`src/pkg/sds_pkg.sv`:
```
// shared constants for the four-bit serializer / deserializer pair
package sds_pkg;
   localparam int         WORD_W             = 4;                    // parallel word width
   localparam int         CLK_DIV            = 4;                    // bit clock to word clock ratio
   localparam int         BUF_DEPTH          = 2;                    // entries in the transmit buffer
   localparam logic [1:0] BIT_FIRST          = 2'h0;                 // first bit slot of a word
   localparam logic [1:0] BIT_LAST           = 2'h3;                 // last bit slot of a word
   localparam logic [1:0] WCLK_HIGH_SLOTS    = 2'h2;                 // word clock high in slots below this
   localparam int         SLIP_INVALID_WORDS = 3;                    // word periods of invalid data after slip
   localparam logic [3:0] SLIP_INVALID_BITS  = 4'(SLIP_INVALID_WORDS * CLK_DIV); // same, in bit periods
   localparam logic [3:0] INVAL_NONE         = 4'h0;                 // invalid window over
   localparam logic [3:0] INVAL_STEP         = 4'h1;                 // invalid window decrement
   localparam logic [WORD_W-1:0] WORD_IDLE   = 4'h0;                 // word sent while no data waits
   localparam int         CLK_PERIOD_PS      = 20000;                // bit clock period, 50 MHz
   localparam int         SLIP_MIN_PW_PS     = 2000;                 // least slip high or low time
   localparam int         SLIP_MIN_PW_CYC    = (SLIP_MIN_PW_PS + CLK_PERIOD_PS - 1) / CLK_PERIOD_PS < 1 ? 1 :
                                               (SLIP_MIN_PW_PS + CLK_PERIOD_PS - 1) / CLK_PERIOD_PS;
endpackage : sds_pkg

```
`src/verilog/sds_serdes_top.sv`:
```
// four-bit serializer and deserializer with word slip
//
// Contract
// RULE1 - serial output shifts on the bit clock
// RULE2 - one 4-bit word sent per word period
// RULE3 - word clock is bit clock divided by four
// RULE4 - feeder times words from serializer word clock
// RULE5 - deserializer presents one 4-bit word per period
// RULE6 - serial input sampled on the bit clock
// RULE7 - receive word clock in step with words
// RULE8 - slip input moves the word boundary
// RULE9 - slip falling edge: data invalid twelve bits
// RULE10 - slip high and low held minimum width
// RULE11 - bit 0 sent first, received first
// RULE12 - each slip moves boundary one bit
module sds_serdes_top
   import sds_pkg::*;
(
   input  wire logic              CLK,
   input  wire logic              SRST,
   input  wire logic [WORD_W-1:0] TX_WORD,
   input  wire logic              TX_VALID,
   output logic                   TX_READY,
   output logic                   SERIAL_LINE_POS,
   output logic                   TX_WORD_CLOCK_OUT_POS,
   input  wire logic              RX_SERIAL_LINE_POS,
   input  wire logic              WORD_SLIP,
   output logic      [WORD_W-1:0] RX_WORD,
   output logic                   RX_VALID,
   output logic                   RX_WORD_CLOCK_OUT_POS
);
   // transmit side state
   logic [1:0]        tx_cnt_reg;                           // bit slot within word
   logic [1:0]        tx_cnt_next;
   logic [WORD_W-1:0] tx_shift_reg;                         // word being shifted out
   logic [WORD_W-1:0] tx_shift_next;
   logic              tx_serial_reg;                        // serial line flop
   logic              tx_wclk_reg;                          // transmit word clock
   logic              buf_ready;                            // buffer accepts a word
   logic              buf_valid;                            // buffer holds a word
   logic [WORD_W-1:0] buf_word;                             // oldest buffered word

   // receive side state
   logic [1:0]        rx_cnt_reg;                           // bit slot within word
   logic [1:0]        rx_cnt_next;
   logic [WORD_W-1:0] rx_shift_reg;                         // incoming bits
   logic [WORD_W-1:0] rx_word_reg;                          // presented word
   logic              rx_valid_reg;                         // presented word good
   logic              rx_wclk_reg;                          // receive word clock
   logic              slip_prev_reg;                        // slip level last cycle
   logic [3:0]        rx_inval_reg;                         // bits left in invalid window
   logic [3:0]        rx_inval_next;

   // decode
   wire               tx_load   = (tx_cnt_reg == BIT_LAST);              // take next word
   wire               buf_take  = tx_load && buf_valid;                  // buffer drained
   wire               slip_fall = slip_prev_reg && !WORD_SLIP;           // slip falling edge
   wire               rx_done   = (rx_cnt_reg == BIT_LAST) && !slip_fall; // word complete
   wire [WORD_W-1:0]  rx_assembled = {RX_SERIAL_LINE_POS, rx_shift_reg[WORD_W-1:1]};

   // feeder words are held here until the serializer slot comes round
   sds_word_buf #(
      .WIDTH (WORD_W),
      .DEPTH (BUF_DEPTH)
   ) u_tx_buf (
      .clk       (CLK),
      .srst      (SRST),
      .in_data   (TX_WORD),
      .in_valid  (TX_VALID),
      .in_ready  (buf_ready),
      .out_valid (buf_valid),
      .out_data  (buf_word),
      .out_ready (tx_load)                                   // [RULE4]
   );

   // serializer next-state
   assign tx_cnt_next   = tx_load ? BIT_FIRST : tx_cnt_reg + 2'(1);             // [RULE3]
   assign tx_shift_next = tx_load ? (buf_valid ? buf_word : WORD_IDLE)          // [RULE2]
                                  : {1'b0, tx_shift_reg[WORD_W-1:1]};           // [RULE11]

   // deserializer next-state; a slip edge holds the slot one bit
   assign rx_cnt_next   = slip_fall ? rx_cnt_reg                                // [RULE12]
                        : (rx_cnt_reg == BIT_LAST) ? BIT_FIRST : rx_cnt_reg + 2'(1);
   assign rx_inval_next = slip_fall ? SLIP_INVALID_BITS                         // [RULE9]
                        : (rx_inval_reg != INVAL_NONE) ? rx_inval_reg - INVAL_STEP : INVAL_NONE;

   // serializer registers, shift on every bit clock
   always_ff @(posedge CLK) begin
      if (SRST) begin
         tx_cnt_reg    <= BIT_FIRST;
         tx_shift_reg  <= WORD_IDLE;
         tx_serial_reg <= 1'b0;
         tx_wclk_reg   <= 1'b0;
      end else begin
         tx_cnt_reg    <= tx_cnt_next;
         tx_shift_reg  <= tx_shift_next;
         tx_serial_reg <= tx_shift_reg[0];                    // [RULE1]
         tx_wclk_reg   <= (tx_cnt_next < WCLK_HIGH_SLOTS);     // [RULE3]
      end
   end

   // deserializer registers, sample on every bit clock
   always_ff @(posedge CLK) begin
      if (SRST) begin
         rx_cnt_reg    <= BIT_FIRST;
         rx_shift_reg  <= WORD_IDLE;
         rx_word_reg   <= WORD_IDLE;
         rx_valid_reg  <= 1'b0;
         rx_wclk_reg   <= 1'b0;
         slip_prev_reg <= 1'b0;
         rx_inval_reg  <= INVAL_NONE;
      end else begin
         rx_cnt_reg    <= rx_cnt_next;
         rx_shift_reg  <= rx_assembled;                        // [RULE6]
         slip_prev_reg <= WORD_SLIP;                           // [RULE8]
         rx_inval_reg  <= rx_inval_next;
         rx_wclk_reg   <= (rx_cnt_next < WCLK_HIGH_SLOTS);     // [RULE7]
         rx_valid_reg  <= rx_done && (rx_inval_reg == INVAL_NONE) && !slip_fall; // [RULE9]
         if (rx_done) begin
            rx_word_reg <= rx_assembled;                       // [RULE5] [RULE11]
         end
      end
   end

   // outputs straight from flops
   assign TX_READY              = buf_ready;
   assign SERIAL_LINE_POS       = tx_serial_reg;
   assign TX_WORD_CLOCK_OUT_POS = tx_wclk_reg;
   assign RX_WORD               = rx_word_reg;
   assign RX_VALID              = rx_valid_reg;
   assign RX_WORD_CLOCK_OUT_POS = rx_wclk_reg;
endmodule : sds_serdes_top

```
`src/verilog/sds_word_buf.sv`:
```
// two-entry word buffer with valid and ready on both sides
module sds_word_buf #(
   parameter int WIDTH = 4,
   parameter int DEPTH = 2
) (
   input  wire logic             clk,
   input  wire logic             srst,
   input  wire logic [WIDTH-1:0] in_data,
   input  wire logic             in_valid,
   output logic                  in_ready,
   output logic                  out_valid,
   output logic      [WIDTH-1:0] out_data,
   input  wire logic             out_ready
);
   localparam int AW = (DEPTH > 1) ? $clog2(DEPTH) : 1;     // pointer width
   localparam int CW = $clog2(DEPTH + 1);                   // occupancy width

   logic [WIDTH-1:0] mem [DEPTH];                           // storage
   logic [AW-1:0]    wr_ptr_reg;                            // next slot written
   logic [AW-1:0]    rd_ptr_reg;                            // oldest slot
   logic [CW-1:0]    count_reg;                             // words held
   logic [CW-1:0]    count_next;                            // words held next cycle
   logic             in_ready_reg;                          // not full, registered
   logic             out_valid_reg;                         // not empty, registered
   wire              push = in_valid && in_ready_reg;       // word accepted
   wire              pop  = out_valid_reg && out_ready;     // word drained

   assign count_next = count_reg + CW'(push) - CW'(pop);
   assign in_ready   = in_ready_reg;
   assign out_valid  = out_valid_reg;
   assign out_data   = mem[rd_ptr_reg];

   // pointer advance with wrap at the depth
   function automatic logic [AW-1:0] bump(input logic [AW-1:0] p);
      bump = (p == AW'(DEPTH - 1)) ? '0 : p + AW'(1);
   endfunction : bump

   // storage write, no reset needed
   always_ff @(posedge clk) begin
      if (push) begin
         mem[wr_ptr_reg] <= in_data;
      end
   end

   // pointers and honest full / empty flags
   always_ff @(posedge clk) begin
      if (srst) begin
         wr_ptr_reg    <= '0;
         rd_ptr_reg    <= '0;
         count_reg     <= '0;
         in_ready_reg  <= 1'b0;
         out_valid_reg <= 1'b0;
      end else begin
         if (push) wr_ptr_reg <= bump(wr_ptr_reg);
         if (pop)  rd_ptr_reg <= bump(rd_ptr_reg);
         count_reg     <= count_next;
         in_ready_reg  <= (count_next != CW'(DEPTH));
         out_valid_reg <= (count_next != '0);
      end
   end
endmodule : sds_word_buf

```
`config.mk`:
```
export PLATFORM = sky130hd
export DESIGN_NAME = sds_serdes_top
export DESIGN_NICKNAME = d
export VERILOG_FILES = /design/src/pkg/sds_pkg.sv /design/src/verilog/sds_serdes_top.sv /design/src/verilog/sds_word_buf.sv
export SDC_FILE = /design/constraint.sdc
export NUM_CORES = 1
export LEC_CHECK = 0
export BUFFER_PORTS_ARGS = -buffer_cell sky130_fd_sc_hd__buf_2
export CORE_AREA = 3 3 72 60
export DETAILED_ROUTE_END_ITERATION = 10
export DIE_AREA = 0 0 75 63
export GPL_TIMING_DRIVEN = 0
export HOLD_SLACK_MARGIN = 0.15
export PLACE_DENSITY = 0.57
export SLEW_MARGIN = 5
export SYNTH_ARGS = -nofsm -noshare
export SYNTH_HDL_FRONTEND = slang
export SYNTH_SLANG_ARGS = --single-unit
```
`constraint.sdc`:
```
create_clock -name CLK -period 2.1 [get_ports CLK]
set_clock_uncertainty 0.2 [all_clocks]
set_input_delay 0.105 -clock CLK [delete_from_list [all_inputs] [get_ports CLK]]
set_output_delay 0.105 -clock CLK [all_outputs]
set_load 0.01 [all_outputs]
```
Yosys cells after proc, flatten, opt, wreduce, memory -nomap -nowiden
Memory sizes are Yosys's and may differ from the RTL's. A register that Yosys moved wholly into a read port is not among the register bits.
Index checks and enable logic that the tools add are counted.
{ "totals": {"memories": 1, "ramBits": 8, "out_inout_bits": 9, "input_bits": 9, "elab_cells": 60, "regBits": 31} }
{ "mem_list": {"columns": ["name", "depth", "width", "rd", "rd_clocked_by_memory_dff", "write_ports", "line", "source"], "rows": [
  ["u_tx_buf.mem", 2, 4, 1, 1, 1, "sds_word_buf.sv:18", "logic [WIDTH-1:0] mem [DEPTH];"]
]} }
{ "classes": {"eq_ne": 3, "mux": 13, "n_addsub": 7, "bitwise_logic": 3, "magnitude_cmp": 2, "n_reduce_logical": 13} }
{ "ops": {"columns": ["cell", "n"], "rows": [
  ["2-to-1 mux 4 bit", 2],
  ["logical AND 1 bit", 6],
  ["2-to-1 mux 1 bit", 6],
  ["2-to-1 mux 2 bit", 3],
  ["2-to-1 mux 3 bit", 2],
  ["OR reduction 3 bit", 2],
  ["adder 2 x 1 -> 2 bit (second input constant)", 2],
  ["equality test 2 bit (second input constant)", 2],
  ["logical NOT 4 bit", 1],
  ["less-than comparator 2 bit (second input constant)", 2],
  ["nonzero test 4 bit", 1],
  ["subtractor 4 x 1 -> 4 bit (second input constant)", 1],
  ["inverter 1 bit", 3],
  ["adder 1 bit (second input constant)", 2],
  ["adder 2 x 1 -> 2 bit", 1],
  ["logical NOT 1 bit", 2],
  ["inequality test 2 bit (second input constant)", 1],
  ["nonzero test 2 bit", 1],
  ["subtractor 2 x 1 -> 2 bit", 1]
]} }

Longest topological paths before layout
Gate-level depths: netlist of the first run.
{ "depth": {"depth_word": 6, "ltp_mapped": 8, "ltp_nobuf": 8} }

By module
Synthesis of the first run repeated with hierarchy kept, for this count alone.
{ "hier_totals": {"hier_cells": 126, "area_unflattened_um2": 1415.1} }
{ "modules_own_cells": {"columns": ["mod", "area_each_um2", "n_inst", "seq_area_each_um2", "cells_per_inst"], "rows": [
  ["sds_serdes_top", 837.1, 1, 480.5, 83],
  ["sds_word_buf", 578.1, 1, 380.4, 43]
]} }

Least setup slack after synthesis of the first run
OpenSTA, ideal clock, no wires.
{ "synth_timing": {"kind": "register to register", "startpoint": "register tx_cnt_reg[0]", "endpoint": "register u_tx_buf.in_ready_reg (netlist: u_tx_buf.in_ready)", "setup_ns": 0.115, "t_arrival_ns": 1.346, "slack_ns": 0.439, "stages_incl_launch_ff": 9, "path_buffers": 0, "t_required_ns": 1.785, "cell_sequence": "dfxtp_1 > ha_1 > nand2_1 > nand2_1 > nand2_1 > ha_1 > xnor2_1 > xnor2_1 > o21ba_2"} }
{ "synth_between": {"elab_chain_cells": 4} }
{ "synth_lines": {"columns": ["item", "line", "source"], "rows": [
  ["start, declared", "sds_serdes_top.sv:33", "logic [1:0] tx_cnt_reg;"],
  ["start signal, assigned", "sds_serdes_top.sv:95", "tx_cnt_reg <= tx_cnt_next;"],
  ["equality test 2 bit", "sds_serdes_top.sv:55", "wire tx_load = (tx_cnt_reg == BIT_LAST);"],
  ["logical AND 1 bit", "sds_word_buf.sv:26", "wire pop = out_valid_reg && out_ready;"],
  ["subtractor 2 x 1 -> 2 bit", "sds_word_buf.sv:28", "assign count_next = count_reg + CW'(push) - CW'(pop);"],
  ["inequality test 2 bit", "sds_word_buf.sv:57", "in_ready_reg <= (count_next != CW'(DEPTH));"],
  ["end signal, assigned", "sds_word_buf.sv:57", null],
  ["end, declared", "sds_word_buf.sv:23", "logic in_ready_reg;"]
]} }
No other way between the ends.
A chain may end at the register's enable or synchronous reset.

Worst setup path after layout of the first run
Ends and elaborated chain as after synthesis.

==> results of run 1 <==
how the worst max path moves through the flow:
| stage | cells after the start | end | slack [ns] | startpoint |
|---|---|---|---|---|
| final | 8 | u_tx_buf.in_ready$_SDFF_PP0_ | 0.30 | tx_cnt_reg[0]$_SDFF_PP0_ |
| after global routing | 8 | u_tx_buf.out_valid$_SDFF_PP0_ | 0.13 | tx_cnt_reg[0]$_SDFF_PP0_ |
| after CTS | 8 | u_tx_buf.in_ready$_SDFF_PP0_ | 0.29 | tx_cnt_reg[0]$_SDFF_PP0_ |
| after detailed placement | 8 | u_tx_buf.in_ready$_SDFF_PP0_ | 0.31 | tx_cnt_reg[0]$_SDFF_PP0_ |
| after global placement | 8 | u_tx_buf.in_ready$_SDFF_PP0_ | 0.32 | tx_cnt_reg[0]$_SDFF_PP0_ |
| after floorplan | 8 | u_tx_buf.in_ready$_SDFF_PP0_ | 0.44 | tx_cnt_reg[0]$_SDFF_PP0_ |
layer usage:
layer,wire [µm],track usage [%],vias to the layer above
li1,-,-,480
met1,1070,12.7,431
met2,1100,18.4,13
met3,72,3.54,4
met4,46,6.67,0
met5,0,0,-
synthesized netlist by cell type (2+ instances only):
cell      number  area share, %
nor2_1        12            3.3
inv_1          5            1.4
buf_2          3            1.1
nand3_1        5            1.8
nor3_1         2           0.73
o21ai_0        7            2.6
xor2_1         2            1.3
nor2b_1        8            3.6
dfxtp_1       31             45
edfxtp_1       8             18
xnor2_1        2            1.3
nand2_1        8            2.2
nor4_1         2           0.91
nand3b_1       2            1.1
a21oi_1        6            2.2
ha_1           4            3.6
mux2i_1        6            4.4
final cells by class:
class	count	area, µm²	share of cell area [%]
plain buffers	5	30.0	1.75
clock buffers	5	68.8	4.00
clock inverters	3	38.8	2.25
inverters	5	18.8	1.09
multi-input cells	75	463	26.9
flip-flops and latches	39	861	50.0
well taps	44	55.1	3.20
repair buffers	27	185	10.8
per-stage QoR:
step | area [µm²] | hold slack, ns
final | 1720 | 0.231
after global routing | 1720 | 0.265
after CTS | 1720 | 0.230
after detailed placement | 1510 | 0.0966
after global placement | 1510 | 0.0930
after floorplan | 1370 | 0.00387
worst register-to-register path: stages (launching register included):
cell and delay (ns):
dfxtp_1 0.34, ha_1 0.22, nand2_1 0.12, nand2_1 0.08, nand2_1 0.05, ha_1 0.19, xnor2_1 0.13, xnor2_1 0.16
o21ba_2 0.21
kinds of logic after synthesis:
logic type / after synthesis / synth area share [%]
AO/OA/AOI/OAI: 16 / 6.56
XOR/XNOR: 4 / 2.55
adder cells (fa/ha/maj): 4 / 3.65
buffers and inverters: 10 / 3.55
flip-flops: 39 / 62.7
multiplexers: 6 / 4.38
AND/OR/NAND/NOR: 45 / 16.6
power groups by stage:
stage | sequential (µW) | combinational [µW] | clock (µW)
CTS | 878 | 258 | 608
floorplan | 892 | 184 | 0
finish | 877 | 255 | 586
detailed placement | 895 | 243 | 0
global route | 886 | 291 | 641
global placement | 891 | 232 | 0
==> results.toml, run 1 <==
[run_status]
outcome = "completed"

[sta]
tightest_slew_ns = 0.358
setup_slack_ns = 0.304
period_share_pct = 85.5
drv_slew = 0
slew_headroom_pct = 76.1
hold_violations = 0
final-setup-viol-count = 0
fin_setup_tns_ns = 0
period_needed_ns = 1.80
grt_setup_unrepaired = "false"
fmaxAchievable_mhz = 557

[worst_setup_path]
worst-r2r-setup-slack_ns = 0.30
r2r_end = "u_tx_buf.in_ready$_SDFF_PP0_"
worstSetupStartpointType = "register"
cp.buffers_inverters = 0
reg2reg_depth = 8
max_stage_delay_ns = 0.34
critical_path_arrival_ns = 1.77
r2r-start = "tx_cnt_reg[0]$_SDFF_PP0_"
path_cells = "ha_1, nand2_1, nand2_1, nand2_1, ha_1, xnor2_1, xnor2_1, o21ba_2"
endpoint_kind = "register"
cp.required_ns = 2.08
cp_max_fo = 4
crit_slowest_cell = "dfxtp_1"
setup.worst_path.class = "register to register"
cpMostUsedCell = "nand2_1"
worst_path_dominant_cell_family = "adder cells"

[finish]
fillCellCount = 341
regMostFlops = "u_tx_buf.mem"
finalNetCount = 171
layout_common_cells = "dfxtp_1, buf_2, nor2_1, dlygate4sd3_1"
n_antenna_cell = 0
layout.cells.most_common = "dfxtp_1"
drive_gt1_share_pct = 19.5
largest_register_ffs = 8
fin_cells = 203
area_growth_pct = 25.3
finish.utilization_pct = 46.1

[logic_synthesis]
syn-num-nets = 137
synth_area_mm2 = 0.00137
ys_seq_area_share_pct = 62.7
syn_avg_cell_area_um2 = 11.1
synth.distinct_cells = 28
synth_warnings = 0
synthArstFlopShare_pct = 0
ys.flop_type = "dfxtp_1"
ys_ff_latch = 39
synthCells = 124
synth_enable_flop_cells = 8

[route]
viasPerCell = 4.57
wl_per_cell_um = 11.3
via_count = 928
drtIter0Drc = 35
firstDrtPassIters = 4
ant_nets = 0
route.detailed.drc = 0
drt-total-wl_mm = 2.29

[cts]
tritoncts = "yes"
clock_latency_ns = 0.28
postCtsHoldBufs = 10
htreeDepth = 2
cts_setup_buffers = 0
clkTransAtPathRegs_ns = 0.07
root_buffer = "clkbuf_8"
clockBufferDepth = 2
cts_sinks = 39
numCtsBuffers = 5
post_cts_resized = 0

[power_and_ir_drop]
pwr-share-comb_pct = 14.8
power.total_uw = 1720
pwr-share-clk_pct = 34.1
ir_drop_uv = 341
power_frac_seq_pct = 51.1
internal-power_uw = 1310
p_switching_uw = 404
power_leakage_uw = 0.000705
p_per_area_mw_per_mm2 = 999
netSwitchingFraction_pct = 23.5

[place]
hpwl_mm = 1.56
port_buffers = 17
gp_congestion = 0.708
pre_cts_ws_ns = 0.313
post-place-cells = 185

[global_routing]
track_usage_pct = 11.3
grt_pass1_wl_mm = 3.95
overflow = 0
grt_pass1_vias = 944
grt_max_degree = 13
antenna_found_initial = 0

[floorplanning]
die_w_um = 75
die_h_um = 63
ios = 18
fp-row-count = 20
coreArea_mm2 = 0.00373
start_util_pct = 36.8
dieArea_mm2 = 0.00473

[min_path]
min_to = "tx_cnt_reg[0]$_SDFF_PP0_"
worstHoldPathCells = 1
min_from = "tx_cnt_reg[0]$_SDFF_PP0_"
hp-class = "register to register"

[job]
drv_cap = 0
(Power assumes the default switching activity.)
==> run 2, diff against run 1 <==
--- a/config.mk
+++ b/config.mk
@@ -6,9 +6,9 @@
 export NUM_CORES = 1
 export LEC_CHECK = 0
 export BUFFER_PORTS_ARGS = -buffer_cell sky130_fd_sc_hd__buf_2
-export CORE_AREA = 3 3 72 60
+export CORE_AREA = 2 2 71 59
 export DETAILED_ROUTE_END_ITERATION = 10
-export DIE_AREA = 0 0 75 63
+export DIE_AREA = 0 0 73 61
 export GPL_TIMING_DRIVEN = 0
 export HOLD_SLACK_MARGIN = 0.15
 export PLACE_DENSITY = 0.57
==> results.toml, run 2 (synthesis gave the netlist of run 1 again) <==
[worst_setup_path]
endpoint_kind = "register"
critical_path_arrival_ns = 1.82
cp.required_ns = 2.08
crit_slowest_cell = "dfxtp_1"
cp_max_fo = 4
path_cells = "ha_1, nand2_1, nand2_1, nand2_1, ha_1, xnor2_1, xnor2_1, a21oi_1"
setup.worst_path.class = "register to register"
cpMostUsedCell = "nand2_1"
worstSetupStartpointType = "register"
reg2reg_depth = 8
max_stage_delay_ns = 0.34

[global_routing]
grt_pass1_vias = 900
grt_max_degree = 13
grt_pass1_wl_mm = 3.93
track_usage_pct = 12.3
antenna_found_initial = 0
overflow = 0

[power_and_ir_drop]
ir_drop_uv = 432
p_per_area_mw_per_mm2 = 952
power_leakage_uw = 0.000698

[route]
wl_per_cell_um = 11.3
via_count = 951
drtIter0Drc = 34
route.detailed.drc = 0
firstDrtPassIters = 4
drt-total-wl_mm = 2.29
ant_nets = 0
viasPerCell = 4.68

[sta]
period_share_pct = 87.7
slew_headroom_pct = 76.0
final-setup-viol-count = 0
period_needed_ns = 1.84
hold_violations = 0
drv_slew = 0
fmaxAchievable_mhz = 543
fin_setup_tns_ns = 0
tightest_slew_ns = 0.358
grt_setup_unrepaired = "false"
holdWs_ns = 0.236

[floorplanning]
die_w_um = 73
fp-row-count = 20
start_util_pct = 36.8
coreArea_mm2 = 0.00373
ios = 18
die_h_um = 61
dieArea_mm2 = 0.00445

[finish]
fillCellCount = 358
regMostFlops = "u_tx_buf.mem"
finalNetCount = 171
layout_common_cells = "dfxtp_1, buf_2, nor2_1, dlygate4sd3_1"
layout.cells.most_common = "dfxtp_1"
area_growth_pct = 23.6
drive_gt1_share_pct = 20.1
finish.utilization_pct = 45.5
n_antenna_cell = 0
largest_register_ffs = 8

[cts]
clkTransAtPathRegs_ns = 0.07
numCtsBuffers = 5
clockBufferDepth = 2
htreeDepth = 2
clock_latency_ns = 0.29
tritoncts = "yes"
root_buffer = "clkbuf_8"
cts_setup_buffers = 0
cts_sinks = 39

[run_status]
outcome = "completed"

[min_path]
worstHoldPathCells = 2
hp-class = "register to register"

[job]
drv_cap = 0

[place]
gp_congestion = 0.705
hpwl_mm = 1.61
port_buffers = 17
[run 2: per-stage QoR]
stage,setup WS (ns),power [µW],std cells,instance area (µm²)
6_report,0.259,1610,203,1700
5_1_grt,0.0996,1720,203,1700
3_5_place_dp,0.271,1140,185,1510
4_1_cts,0.252,1630,203,1700
3_3_place_gp,0.318,1120,185,1510
2_1_floorplan,0.439,1080,124,1370
[run 2: path summary, 6_finish.rpt]
check                                                start                       endpoint  slack [ns]
worst max-delay path              tx_cnt_reg[0]$_SDFF_PP0_  u_tx_buf.out_valid$_SDFF_PP0_        0.26
worst min-delay path            tx_shift_reg[2]$_SDFF_PP0_     tx_shift_reg[1]$_SDFF_PP0_        0.24
worst max register to register    tx_cnt_reg[0]$_SDFF_PP0_  u_tx_buf.out_valid$_SDFF_PP0_        0.26
worst min register to register  tx_shift_reg[2]$_SDFF_PP0_     tx_shift_reg[1]$_SDFF_PP0_        0.24
[run 2: layout make-up]
type	instances	area, µm²	share of cell area (%)
sequential	39	861	50.7
multi-input combinational	75	463	27.3
timing repair buffer	27	185	10.9
clock buffer	5	68.8	4.06
tap	44	55.1	3.24
buffer	5	30.0	1.77
inverter	5	18.8	1.11
clock inverter	3	15.0	0.885
[run 2: critical path: cells and delay by family (launching register included)]
kind,cells,cell delay (ns)
fa+ha+maj,2,0.41
compound gates,1,0.11
simple gates,3,0.27
xor+xnor,2,0.40
flops,1,0.34
[run 2: timing repair]
item | in CTS | in global routing
endpoints found under the hold margin | 38 | 0
resized for setup | 0 | 0
hold buffers | 10 | 0
[run 2: power by group]
group	internal, µW	switching (µW)	leakage (µW)
Combinational	128	128	0.000322
Clock	227	253	0.0000477
Sequential	839	39.5	0.000328
Total	1190	421	0.000698
[run 2: routing by layer]
| metal | GRT usage [%] | routed length [µm] |
|---|---|---|
| met2 | 17.5 | 1030 |
| met5 | 0 | 0 |
| met3 | 3.99 | 155 |
| met4 | 9.79 | 63 |
| met1 | 15.4 | 1040 |
